[src/logic/usbc_pkg.sv]
// constants, field layout and types for the usb control block
package usbc_pkg;
    // register bus geometry
    localparam int ADDR_W = 8;
    localparam int DATA_W = 32;

    // register byte offsets
    localparam logic [7:0] CTRL_OFF = 8'h00;
    localparam logic [7:0] TOKEN_OFF = 8'h04;

    // usb_control_register field positions
    localparam int MOD_EN_BIT = 0;
    localparam int PP_RESET_BIT = 1;
    localparam int RESUME_BIT = 2;
    localparam int HOST_EN_BIT = 3;
    localparam int BUS_RESET_BIT = 4;
    localparam int PKT_DIS_BIT = 5;
    localparam int LINE_SE0_BIT = 6;
    localparam int LINE_J_BIT = 7;
    localparam int CTRL_USED_W = 8;
    localparam int TOKEN_W = 8;

    // reset values of the writable control fields
    localparam logic MOD_EN_RST = 1'b0;
    localparam logic PP_RESET_RST = 1'b0;
    localparam logic RESUME_RST = 1'b0;
    localparam logic HOST_EN_RST = 1'b0;
    localparam logic BUS_RESET_RST = 1'b0;
    localparam logic PKT_DIS_RST = 1'b0;
    localparam logic [7:0] TOKEN_RST = 8'h00;

    // low-speed end-of-packet timing
    localparam int CLK_MHZ = 40;
    localparam int LS_EOP_SE0_NS = 1333;
    localparam int LS_EOP_J_NS = 667;
    localparam int CNT_W = 6;
    localparam logic [5:0] EOP_SE0_CYC =
        6'((LS_EOP_SE0_NS * CLK_MHZ + 999) / 1000);
    localparam logic [5:0] EOP_J_CYC =
        6'((LS_EOP_J_NS * CLK_MHZ + 999) / 1000);

    // end-of-packet sequencer states
    typedef enum logic [2:0] {
        EOP_IDLE = 3'b001,
        EOP_SE0 = 3'b010,
        EOP_J = 3'b100
    } usbc_eop_state_t;
endpackage

[src/logic/usbc_eop_gen.sv]
// low-speed end-of-packet sequencer appended after host resume
`timescale 1ns/1ps
module usbc_eop_gen (
    // clock and reset
    input wire logic clk_in,
    input wire logic rstn_in,
    // control
    input wire logic start_in,
    input wire logic abort_in,
    // line phases
    output logic se0_out,
    output logic j_out
);
    usbc_pkg::usbc_eop_state_t state_q;
    logic [5:0] cnt_q;

    always_ff @(posedge clk_in or negedge rstn_in) begin
        if (!rstn_in) begin
            state_q <= usbc_pkg::EOP_IDLE;
            cnt_q <= 6'h00;
        end else if (abort_in) begin
            state_q <= usbc_pkg::EOP_IDLE;
            cnt_q <= 6'h00;
        end else begin
            unique case (state_q)
                usbc_pkg::EOP_IDLE: begin
                    if (start_in) begin
                        state_q <= usbc_pkg::EOP_SE0;
                        cnt_q <= usbc_pkg::EOP_SE0_CYC - 6'h01;
                    end
                end
                usbc_pkg::EOP_SE0: begin
                    if (cnt_q == 6'h00) begin
                        state_q <= usbc_pkg::EOP_J;
                        cnt_q <= usbc_pkg::EOP_J_CYC - 6'h01;
                    end else begin
                        cnt_q <= cnt_q - 6'h01;
                    end
                end
                usbc_pkg::EOP_J: begin
                    if (cnt_q == 6'h00) begin
                        state_q <= usbc_pkg::EOP_IDLE;
                    end else begin
                        cnt_q <= cnt_q - 6'h01;
                    end
                end
                default: begin
                    state_q <= usbc_pkg::EOP_IDLE;
                end
            endcase
        end
    end

    assign se0_out = (state_q == usbc_pkg::EOP_SE0);
    assign j_out = (state_q == usbc_pkg::EOP_J);
endmodule // usbc_eop_gen

[src/logic/usbc_ctrl.sv]
// usb module control register, live line status and line drive
`timescale 1ns/1ps
// Contract
// - live j state flag readable
// - live single-ended zero flag readable
// - device setup token sets processing disable
// - host mode bit five shows token busy
// - host bus reset bit drives reset
// - host enable bit, reset value zero
// - host enable change resets host logic
// - resume bit drives resume signalling
// - host resume clear appends low-speed eop
// - upper bits read as zero
module usbc_ctrl (
    // clock and reset
    input wire logic clk_in,
    input wire logic rstn_in,
    // register port
    input wire logic [7:0] addr_in,
    input wire logic [31:0] wdata_in,
    input wire logic wr_in,
    input wire logic rd_in,
    output logic [31:0] rdata_out,
    // receiver and protocol engine
    input wire logic dp_in,
    input wire logic dm_in,
    input wire logic setup_token_in,
    input wire logic token_done_in,
    // line driver
    output logic line_oe_out,
    output logic line_dp_out,
    output logic line_dm_out,
    // module control
    output logic module_enable_device_out,
    output logic frame_start_generate_enable_out,
    output logic pingpong_pointer_reset_out,
    output logic processing_suspend_out,
    output logic host_mode_out,
    output logic host_logic_reset_out,
    output logic token_start_out,
    output logic [7:0] token_cmd_out
);
    logic line_j_q;
    logic line_se0_q;
    logic mod_en_q;
    logic pp_reset_q;
    logic resume_q;
    logic host_en_q;
    logic bus_rst_q;
    logic pkt_dis_q;
    logic tok_busy_q;
    logic [7:0] token_q;
    logic token_start_q;
    logic host_rst_q;
    logic eop_start_q;
    logic eop_se0;
    logic eop_j;
    logic [31:0] rdata_q;
    logic oe_q;
    logic dp_q;
    logic dm_q;
    logic mod_en_out_q;
    logic sof_en_out_q;
    logic suspend_q;
    logic ctrl_wr;
    logic token_wr;
    logic host_toggle;
    logic [31:0] ctrl_val;

    function automatic logic hit(input logic [7:0] a, input logic [7:0] off);
        return a == off;
    endfunction

    assign ctrl_wr = wr_in && hit(addr_in, usbc_pkg::CTRL_OFF);
    assign token_wr = wr_in && hit(addr_in, usbc_pkg::TOKEN_OFF);
    assign host_toggle = ctrl_wr &&
        (wdata_in[usbc_pkg::HOST_EN_BIT] != host_en_q);

    // live line state; inputs already synchronous to clk_in
    always_ff @(posedge clk_in or negedge rstn_in) begin
        if (!rstn_in) begin
            line_j_q <= 1'b0;
            line_se0_q <= 1'b0;
        end else begin
            line_j_q <= dp_in && !dm_in;
            line_se0_q <= !dp_in && !dm_in;
        end
    end

    // plain software control bits
    always_ff @(posedge clk_in or negedge rstn_in) begin
        if (!rstn_in) begin
            mod_en_q <= usbc_pkg::MOD_EN_RST;
            pp_reset_q <= usbc_pkg::PP_RESET_RST;
            resume_q <= usbc_pkg::RESUME_RST;
            host_en_q <= usbc_pkg::HOST_EN_RST;
        end else if (ctrl_wr) begin
            mod_en_q <= wdata_in[usbc_pkg::MOD_EN_BIT];
            pp_reset_q <= wdata_in[usbc_pkg::PP_RESET_BIT];
            resume_q <= wdata_in[usbc_pkg::RESUME_BIT];
            host_en_q <= wdata_in[usbc_pkg::HOST_EN_BIT];
        end
    end

    // bus reset request is host logic, so a mode change drops it
    always_ff @(posedge clk_in or negedge rstn_in) begin
        if (!rstn_in) begin
            bus_rst_q <= usbc_pkg::BUS_RESET_RST;
        end else if (host_toggle) begin
            bus_rst_q <= 1'b0;
        end else if (ctrl_wr && host_en_q) begin
            bus_rst_q <= wdata_in[usbc_pkg::BUS_RESET_BIT];
        end
    end

    // setup arrival wins over a software clear in the same cycle
    always_ff @(posedge clk_in or negedge rstn_in) begin
        if (!rstn_in) begin
            pkt_dis_q <= usbc_pkg::PKT_DIS_RST;
        end else if (setup_token_in && !host_en_q) begin
            pkt_dis_q <= 1'b1;
        end else if (ctrl_wr && !host_en_q) begin
            pkt_dis_q <= wdata_in[usbc_pkg::PKT_DIS_BIT];
        end
    end

    // a new token write wins over a completion in the same cycle
    always_ff @(posedge clk_in or negedge rstn_in) begin
        if (!rstn_in) begin
            tok_busy_q <= 1'b0;
        end else if (host_toggle) begin
            tok_busy_q <= 1'b0;
        end else if (token_wr && host_en_q) begin
            tok_busy_q <= 1'b1;
        end else if (token_done_in) begin
            tok_busy_q <= 1'b0;
        end
    end

    // token command; overwrite while busy is the caller's fault
    always_ff @(posedge clk_in or negedge rstn_in) begin
        if (!rstn_in) begin
            token_q <= usbc_pkg::TOKEN_RST;
            token_start_q <= 1'b0;
        end else begin
            token_start_q <= token_wr && host_en_q && !host_toggle;
            if (token_wr) begin
                token_q <= wdata_in[7:0];
            end
        end
    end

    // one-cycle host reset pulse, and eop start on host resume clear
    always_ff @(posedge clk_in or negedge rstn_in) begin
        if (!rstn_in) begin
            host_rst_q <= 1'b0;
            eop_start_q <= 1'b0;
        end else begin
            host_rst_q <= host_toggle;
            eop_start_q <= ctrl_wr && host_en_q && !host_toggle &&
                resume_q && !wdata_in[usbc_pkg::RESUME_BIT];
        end
    end

    usbc_eop_gen u_eop (
        .clk_in(clk_in),
        .rstn_in(rstn_in),
        .start_in(eop_start_q),
        .abort_in(host_rst_q),
        .se0_out(eop_se0),
        .j_out(eop_j)
    );

    // line drive: reset over eop over resume; full-speed polarity
    always_ff @(posedge clk_in or negedge rstn_in) begin
        if (!rstn_in) begin
            oe_q <= 1'b0;
            dp_q <= 1'b0;
            dm_q <= 1'b0;
        end else if (bus_rst_q && host_en_q) begin
            oe_q <= 1'b1;
            dp_q <= 1'b0;
            dm_q <= 1'b0;
        end else if (eop_se0 || eop_j) begin
            oe_q <= 1'b1;
            dp_q <= eop_j;
            dm_q <= 1'b0;
        end else if (resume_q) begin
            oe_q <= 1'b1;
            dp_q <= 1'b0;
            dm_q <= 1'b1;
        end else begin
            oe_q <= 1'b0;
            dp_q <= 1'b0;
            dm_q <= 1'b0;
        end
    end

    // registered control outputs
    always_ff @(posedge clk_in or negedge rstn_in) begin
        if (!rstn_in) begin
            mod_en_out_q <= 1'b0;
            sof_en_out_q <= 1'b0;
            suspend_q <= 1'b0;
        end else begin
            mod_en_out_q <= mod_en_q && !host_en_q;
            sof_en_out_q <= mod_en_q && host_en_q;
            suspend_q <= pkt_dis_q && !host_en_q;
        end
    end

    // read view; bit five changes meaning with the mode
    always_comb begin
        ctrl_val = 32'h0000_0000;
        ctrl_val[usbc_pkg::LINE_J_BIT] = line_j_q;
        ctrl_val[usbc_pkg::LINE_SE0_BIT] = line_se0_q;
        ctrl_val[usbc_pkg::PKT_DIS_BIT] = host_en_q ? tok_busy_q : pkt_dis_q;
        ctrl_val[usbc_pkg::BUS_RESET_BIT] = bus_rst_q;
        ctrl_val[usbc_pkg::HOST_EN_BIT] = host_en_q;
        ctrl_val[usbc_pkg::RESUME_BIT] = resume_q;
        ctrl_val[usbc_pkg::PP_RESET_BIT] = pp_reset_q;
        ctrl_val[usbc_pkg::MOD_EN_BIT] = mod_en_q;
    end

    // read data stand for one cycle only; unmapped reads give zero
    always_ff @(posedge clk_in or negedge rstn_in) begin
        if (!rstn_in) begin
            rdata_q <= 32'h0000_0000;
        end else if (rd_in && hit(addr_in, usbc_pkg::CTRL_OFF)) begin
            rdata_q <= ctrl_val;
        end else if (rd_in && hit(addr_in, usbc_pkg::TOKEN_OFF)) begin
            rdata_q <= {24'h00_0000, token_q};
        end else begin
            rdata_q <= 32'h0000_0000;
        end
    end

    assign rdata_out = rdata_q;
    assign line_oe_out = oe_q;
    assign line_dp_out = dp_q;
    assign line_dm_out = dm_q;
    assign module_enable_device_out = mod_en_out_q;
    assign frame_start_generate_enable_out = sof_en_out_q;
    assign pingpong_pointer_reset_out = pp_reset_q;
    assign processing_suspend_out = suspend_q;
    assign host_mode_out = host_en_q;
    assign host_logic_reset_out = host_rst_q;
    assign token_start_out = token_start_q;
    assign token_cmd_out = token_q;

    logic rd_ctrl;
    assign rd_ctrl = rd_in && hit(addr_in, usbc_pkg::CTRL_OFF);
endmodule // usbc_ctrl

[config.mk]
export PLATFORM = sky130hd
export DESIGN_NAME = usbc_ctrl
export DESIGN_NICKNAME = d
export VERILOG_FILES = /design/src/logic/usbc_pkg.sv /design/src/logic/usbc_eop_gen.sv /design/src/logic/usbc_ctrl.sv
export SDC_FILE = /design/constraint.sdc
export NUM_CORES = 1
export LEC_CHECK = 0
export BUFFER_PORTS_ARGS = -buffer_cell sky130_fd_sc_hd__buf_2
export CAP_MARGIN = 15
export CORE_ASPECT_RATIO = 0.5
export CORE_MARGIN = 2
export CORE_UTILIZATION = 30
export DETAILED_ROUTE_END_ITERATION = 16
export PLACE_DENSITY = 0.54
export SYNTH_ARGS = -nofsm -noshare
export SYNTH_HDL_FRONTEND = slang
export SYNTH_SLANG_ARGS = --single-unit
export TNS_END_PERCENT = 20
[constraint.sdc]
create_clock -name clk_in -period 2.4 [get_ports clk_in]
set_clock_uncertainty 0.05 [all_clocks]
set_input_delay 0.24 -clock clk_in [delete_from_list [all_inputs] [get_ports clk_in]]
set_output_delay 0.24 -clock clk_in [all_outputs]
set_load 0.005 [all_outputs]
Word level (Yosys, flattened, before mapping) --
Index checks and enable logic that the tools add are counted.
Storage, ports and cells: register bits after elaboration 67, bits in latches 0, memory bits (writable) 0, memory bits (read-only) 0, input port bits 48, output and inout bits 50, logic and storage cells 92, memories 0
Cells by class: add/subtract/negate cells 1, $mul 0, divide/modulo/power cells 0, $lt $le $gt $ge 0, equality and inequality tests 9, shift-type cells 0, multiplexer cells 27, bitwise logic cells 0, reductions and logical operators 33
Operator list (count):
- 32-bit 2-to-1 mux | 1
- 6-bit 2-to-1 mux | 4
- 1-bit logical AND | 19
- 6-bit one-hot mux with 3 select lines | 1
- 1-bit 2-to-1 mux | 15
- 3-bit 2-to-1 mux | 4
- 3-bit one-hot mux with 3 select lines | 1
- 8-bit by 3-bit equality test with 1-bit output (second input constant) | 1
- 8-bit zero test | 1
- 8-bit 2-to-1 mux | 1
- 6-bit zero test | 1
- 3-bit by 2-bit inequality test with 1-bit output (second input constant) | 2
- 3-bit inequality test (second input constant) | 2
- 3-bit AND reduction | 2
- 6-bit by 1-bit subtractor with 6-bit output (second input constant) | 1
- 1-bit zero test | 5
- 2-bit nonzero test | 2
- 4-bit nonzero test | 1
- 3-bit by 1-bit equality test with 1-bit output (second input constant) | 1
- 3-bit by 2-bit equality test with 1-bit output (second input constant) | 1
- 3-bit equality test (second input constant) | 1
- 3-bit nonzero test | 1
- 1-bit logical OR | 1
- 1-bit inequality test | 1

Depth between registers and ports, before layout --
depth after elaboration 7, mapped depth 7, mapped depth without buffers 6

Modules after synthesis --
Synthesis repeated with hierarchy kept, for this count alone.
Unflattened totals: cells, all modules 190, area, all modules 2167.1 um^2
By module, submodules not included:
- usbc_ctrl | instances 1, cells each 124, area each 1542.7 um^2, seq. area each 850.8 um^2
- usbc_eop_gen | instances 1, cells each 66, area each 624.3 um^2, seq. area each 226.5 um^2

Least setup slack after synthesis --
OpenSTA, ideal clock, no wires.
kind reg-to-reg, start reg u_eop.cnt_q[0], end reg u_eop.cnt_q[1], setup time 95 ps, arrival time 1910 ps, data required time 2255 ps, setup slack 345 ps, cell stages (with the launch flop) 8, path buffers 1, period minus slack after synthesis 2055 ps, path through dfrtp_1 > inv_1 > ha_1 > or4b_4 > buf_6 > o32a_1 > or4_1 > o31ai_1
On the way: cells in the longest elaborated chain, start to end 4, elaborated cells on any way between the ends 8, those cells by class add/sub: 1; eq/ne: 1; mux: 4; reduce/logical: 2
RTL lines:
- start: declaration | RTL line usbc_eop_gen.sv:15 | logic [5:0] cnt_q;
- start signal: assignment | RTL line usbc_eop_gen.sv:29 | cnt_q <= usbc_pkg::EOP_SE0_CYC - 6'h01;
- start signal: assignment | RTL line usbc_eop_gen.sv:35 | cnt_q <= usbc_pkg::EOP_J_CYC - 6'h01;
- start signal: assignment | RTL line usbc_eop_gen.sv:37 | cnt_q <= cnt_q - 6'h01;
- 6-bit by 1-bit subtractor with 6-bit output / 6-bit zero test (equally long branches)
- 6-bit 2-to-1 mux (on tied branches) | RTL line usbc_eop_gen.sv:41, usbc_eop_gen.sv:33
- 6-bit one-hot mux with 3 select lines | RTL line usbc_eop_gen.sv:25 | unique case (state_q)
- 6-bit 2-to-1 mux | RTL line usbc_eop_gen.sv:21 | end else if (abort_in) begin
Parallel ways exist; a longest one is shown, timed or not. The select of a mux whose other input is x is not followed. A chain may end at the register's enable or synchronous reset.

Worst setup path after layout --
start reg u_eop.cnt_q[0], end reg u_eop.cnt_q[3]
Same word-level chain as after synthesis.

==> key figures <==
Outcome
  – Run status: complete, no violations

Critical path
  – CP arrival: between 2 and 2.5 ns
  – Worst setup SP type: flop
  – Slowest cell on the critical path: or4b_4
  – Worst-path cell chain: inv_1 -> ha_1 -> or4b_4 -> a211oi_4 -> nand2_1 -> a221oi_1
  – Crit-path max FO: 8
  – Req. time, crit path: 2.53 ns
  – Element type at the critical path end: flop
  – Cell depth of the worst setup path: 6
  – Critical path's top delay family: simple AND/OR/NAND/NOR gates
  – Buffers plus inverters on the worst setup path: 1
  – CP Class: reg -> reg
  – Reg2Reg Depth: 6
  – Slowest stage delay, CP: about 0.53 ns

Synth
  – Synth async-reset ratio: 1.000
  – Number of synthesized flops with an enable pin: 0
  – Syn_area_per_cell: 11.08 µm²
  – Number of synthesis warnings: 0
  – Sequential element share of the synthesized area: 0.5092
  – Synthesized instance count: 191
  – Commonest register cell after synthesis: dfrtp_1
  – Yosys reg bits: 43
  – Synth unique cells: between 40 and 50
  – Synthesized cell area: 2116 µm²

Routing
  – DR WL/cell: approximately 13 µm
  – Routed via count: 1541
  – Vias/cell: 4.586
  – TritonRoute pass-1 iters: 4
  – Routed Antenna Nets: 0
  – Final wirelength: 4250 µm
  – Iter 0 DRT Violations: 77
  – Drc violations: 0

Timing
  – Setup_tns: 0 ns
  – Hold_ws: 0.04820 ns
  – Final slew viol count: 0
  – Minimum clock period after layout: 2.116 ns
  – Max Freq: 0.4725 GHz
  – Crit share post-route: 0.8817
  – Worst-Margin Slew: roughly 0.95 ns
  – Final worst slack: 0.2838 ns
  – RSZ-0062 raised after global routing: false
  – Final Hold Fails: 0
  – Final setup violation count: 0
  – Worst slew margin: 0.3698

Global routing
  – Number of global-route vias before repair: 1453
  – Tot GR Track Use: 0.1167
  – Largest net degree at the start of global routing: 44
  – GRT Residual Overflow: 0
  – First-pass GRT wire length: 7065 µm
  – Antenna violations before repair: 0

Clock network
  – CTS Buffer Depth: 2
  – Post-CTS Setup Repair Bufs: 0
  – Clock Root Buffer: clkbuf_16
  – CTS buffer count: 5
  – Post-CTS Hold Buffers: 0
  – Htree depth: 2
  – Clock Pin Slew Worst Setup and Hold Paths: 0.06 ns
  – Cts repair resizes: 0
  – CTS tree: done
  – Clk sink count: 43
  – Clk_lat worst skew: 0.28 ns

Cells and area
  – Layout cells sized above 1: 0.3279
  – Nets: 293
  – Area of the multi-input gates: ~870 µm²
  – Post-route cell area: 2549 µm²
  – Fillers: 666
  – Register area: 1077 µm²
  – Post-Layout Cell Count: 336
  – Syn-to-layout area delta: 20.46%
  – Diode count: 0

Placed design
  – Placed Cells incl. Taps: 328
  – Placed Area: 2376 µm²
  – PortBufs: 49
  – Post-place setup slack: 0.2705 ns
  – GPL Wtd Cong: 0.7659
  – Final HPWL DP: around 3200 µm

Power and ir drop
  – Worst vdd ir: about 0.00033 V
  – Power per cell area: 632.2 nW/µm²
  – Lkg Pwr: 0.001299 µW

Floorplanning
  – # IOs: 98
  – Die extent in y: 63.39 µm
  – CORE AREA: 6753 µm²
  – Die area: 7781 µm²
  – Std-Cell Rows: 21
  – Die Wd: 122.8 µm
  – Starting Density: 0.3133

Min path
  – HP Class: in -> async

Run
  – Max-Cap Viols: 0
-- flip-flops by register name (all words and copies together) (netlist names), 3 cells and up --
name	cells
u_eop.state_q	3
u_eop.cnt_q	6
rdata_out	8
token_cmd_out	8
-- cells in the mapped netlist, types with 2 or more instances --
master	number	area, µm²
nor2_1	11	41.29
a31oi_1	2	12.51
ha_1	2	25.02
nor3_1	4	20.02
a22o_1	8	70.07
o21ai_1	2	10.01
mux2_2	13	146.4
nand2b_1	2	12.51
nand4_1	2	12.51
or3_1	2	12.51
or4_1	2	15.01
nor4bb_1	2	20.02
a21oi_1	5	25.02
nor3b_1	3	22.52
dfrtp_1	42	1051
nor2b_1	7	43.79
xnor2_1	2	17.52
o32ai_1	2	17.52
o21ai_0	4	20.02
buf_4	24	180.2
nand2_1	8	30.03
o31ai_1	2	15.01
clkbuf_1	5	18.77
inv_1	6	22.52
a21o_1	2	15.01
buf_6	2	22.52
buf_2	2	10.01
nand3_1	3	15.01
-- placed cells by master, fill, tap and decap left out, drive strengths merged, types with 6 or more instances in the layout --
| cell type | n |
|---|---|
| conb | 24 |
| o21ai | 6 |
| a22o | 8 |
| nor2b | 7 |
| dfrtp | 42 |
| inv | 7 |
| nand2 | 8 |
| buf | 55 |
| mux2 | 13 |
| nor2 | 11 |
-- cell families after synthesis --
family | after synthesis | synth area share
compound gates | 36 | 0.1307
simple gates | 55 | 0.1490
buf+inv | 39 | 0.1200
flops | 43 | 0.5092
mux | 13 | 0.06919
xor+xnor | 2 | 0.008281
fa+ha+maj | 2 | 0.01183
other cells | 1 | 0.001772
-- routing by layer --
metal / track usage / part of all wire / routed length [µm] / vias up
li1: - / - / - / 732
met3: 0.02627 / 0.051 / 218 / 8
met5: 0 / 0 / 0 / -
met1: 0.1501 / 0.45 / 1908 / 759
met2: 0.1837 / 0.48 / 2044 / 42
met4: 0.06034 / 0.018 / 78 / 0
-- worst reg2reg max path, stage by stage (launching register included) --
cell	delay (ns)
dfrtp_1	0.39
inv_1	0.10
ha_1	0.17
or4b_4	0.53
a211oi_4	0.31
nand2_1	0.17
a221oi_1	0.30
-- through the flow --
step | utilization | total power, µW
after global placement | 0.3519 | 841.9
final | 0.3774 | 1611
after global routing | 0.3774 | 1680
after CTS | 0.3774 | 1633
after detailed placement | 0.3519 | 844.5
after floorplan | - | 819.2
-- power breakdown --
group / switching [µW] / total (µW) / internal [µW] / leakage, µW
sequential: 11.7 / 751 / 739 / 0.000582
combinational: 45.0 / 78.3 / 33.3 / 0.000632
clock: 286 / 782 / 496 / 0.0000844
-- cell type report --
type | count | share of cell area
flip-flops and latches | 43 | 0.4227
multi-input cells | 132 | 0.3417
repair buffers | 55 | 0.1139
clock buffers | 5 | 0.04909
well taps | 92 | 0.04516
clock inverters | 3 | 0.01865
inverters | 6 | 0.008837
-- path summary, 6_finish.rpt --
kind	startpoint	end	slack, ns
setup reg to reg	u_eop.cnt_q[0]	u_eop.cnt_q[3]	0.28
max in group asynchronous	rstn_in	u_eop.cnt_q[3]	1.66
min in group clk_in	dp_in	line_se0_q	0.06
setup / recovery	u_eop.cnt_q[0]	u_eop.cnt_q[3]	0.28
hold / removal	rstn_in	token_cmd_out[0]	0.05
hold reg to reg	line_j_q	rdata_out[7]	0.42
Note: power is estimated with default switching activity, not from simulation.
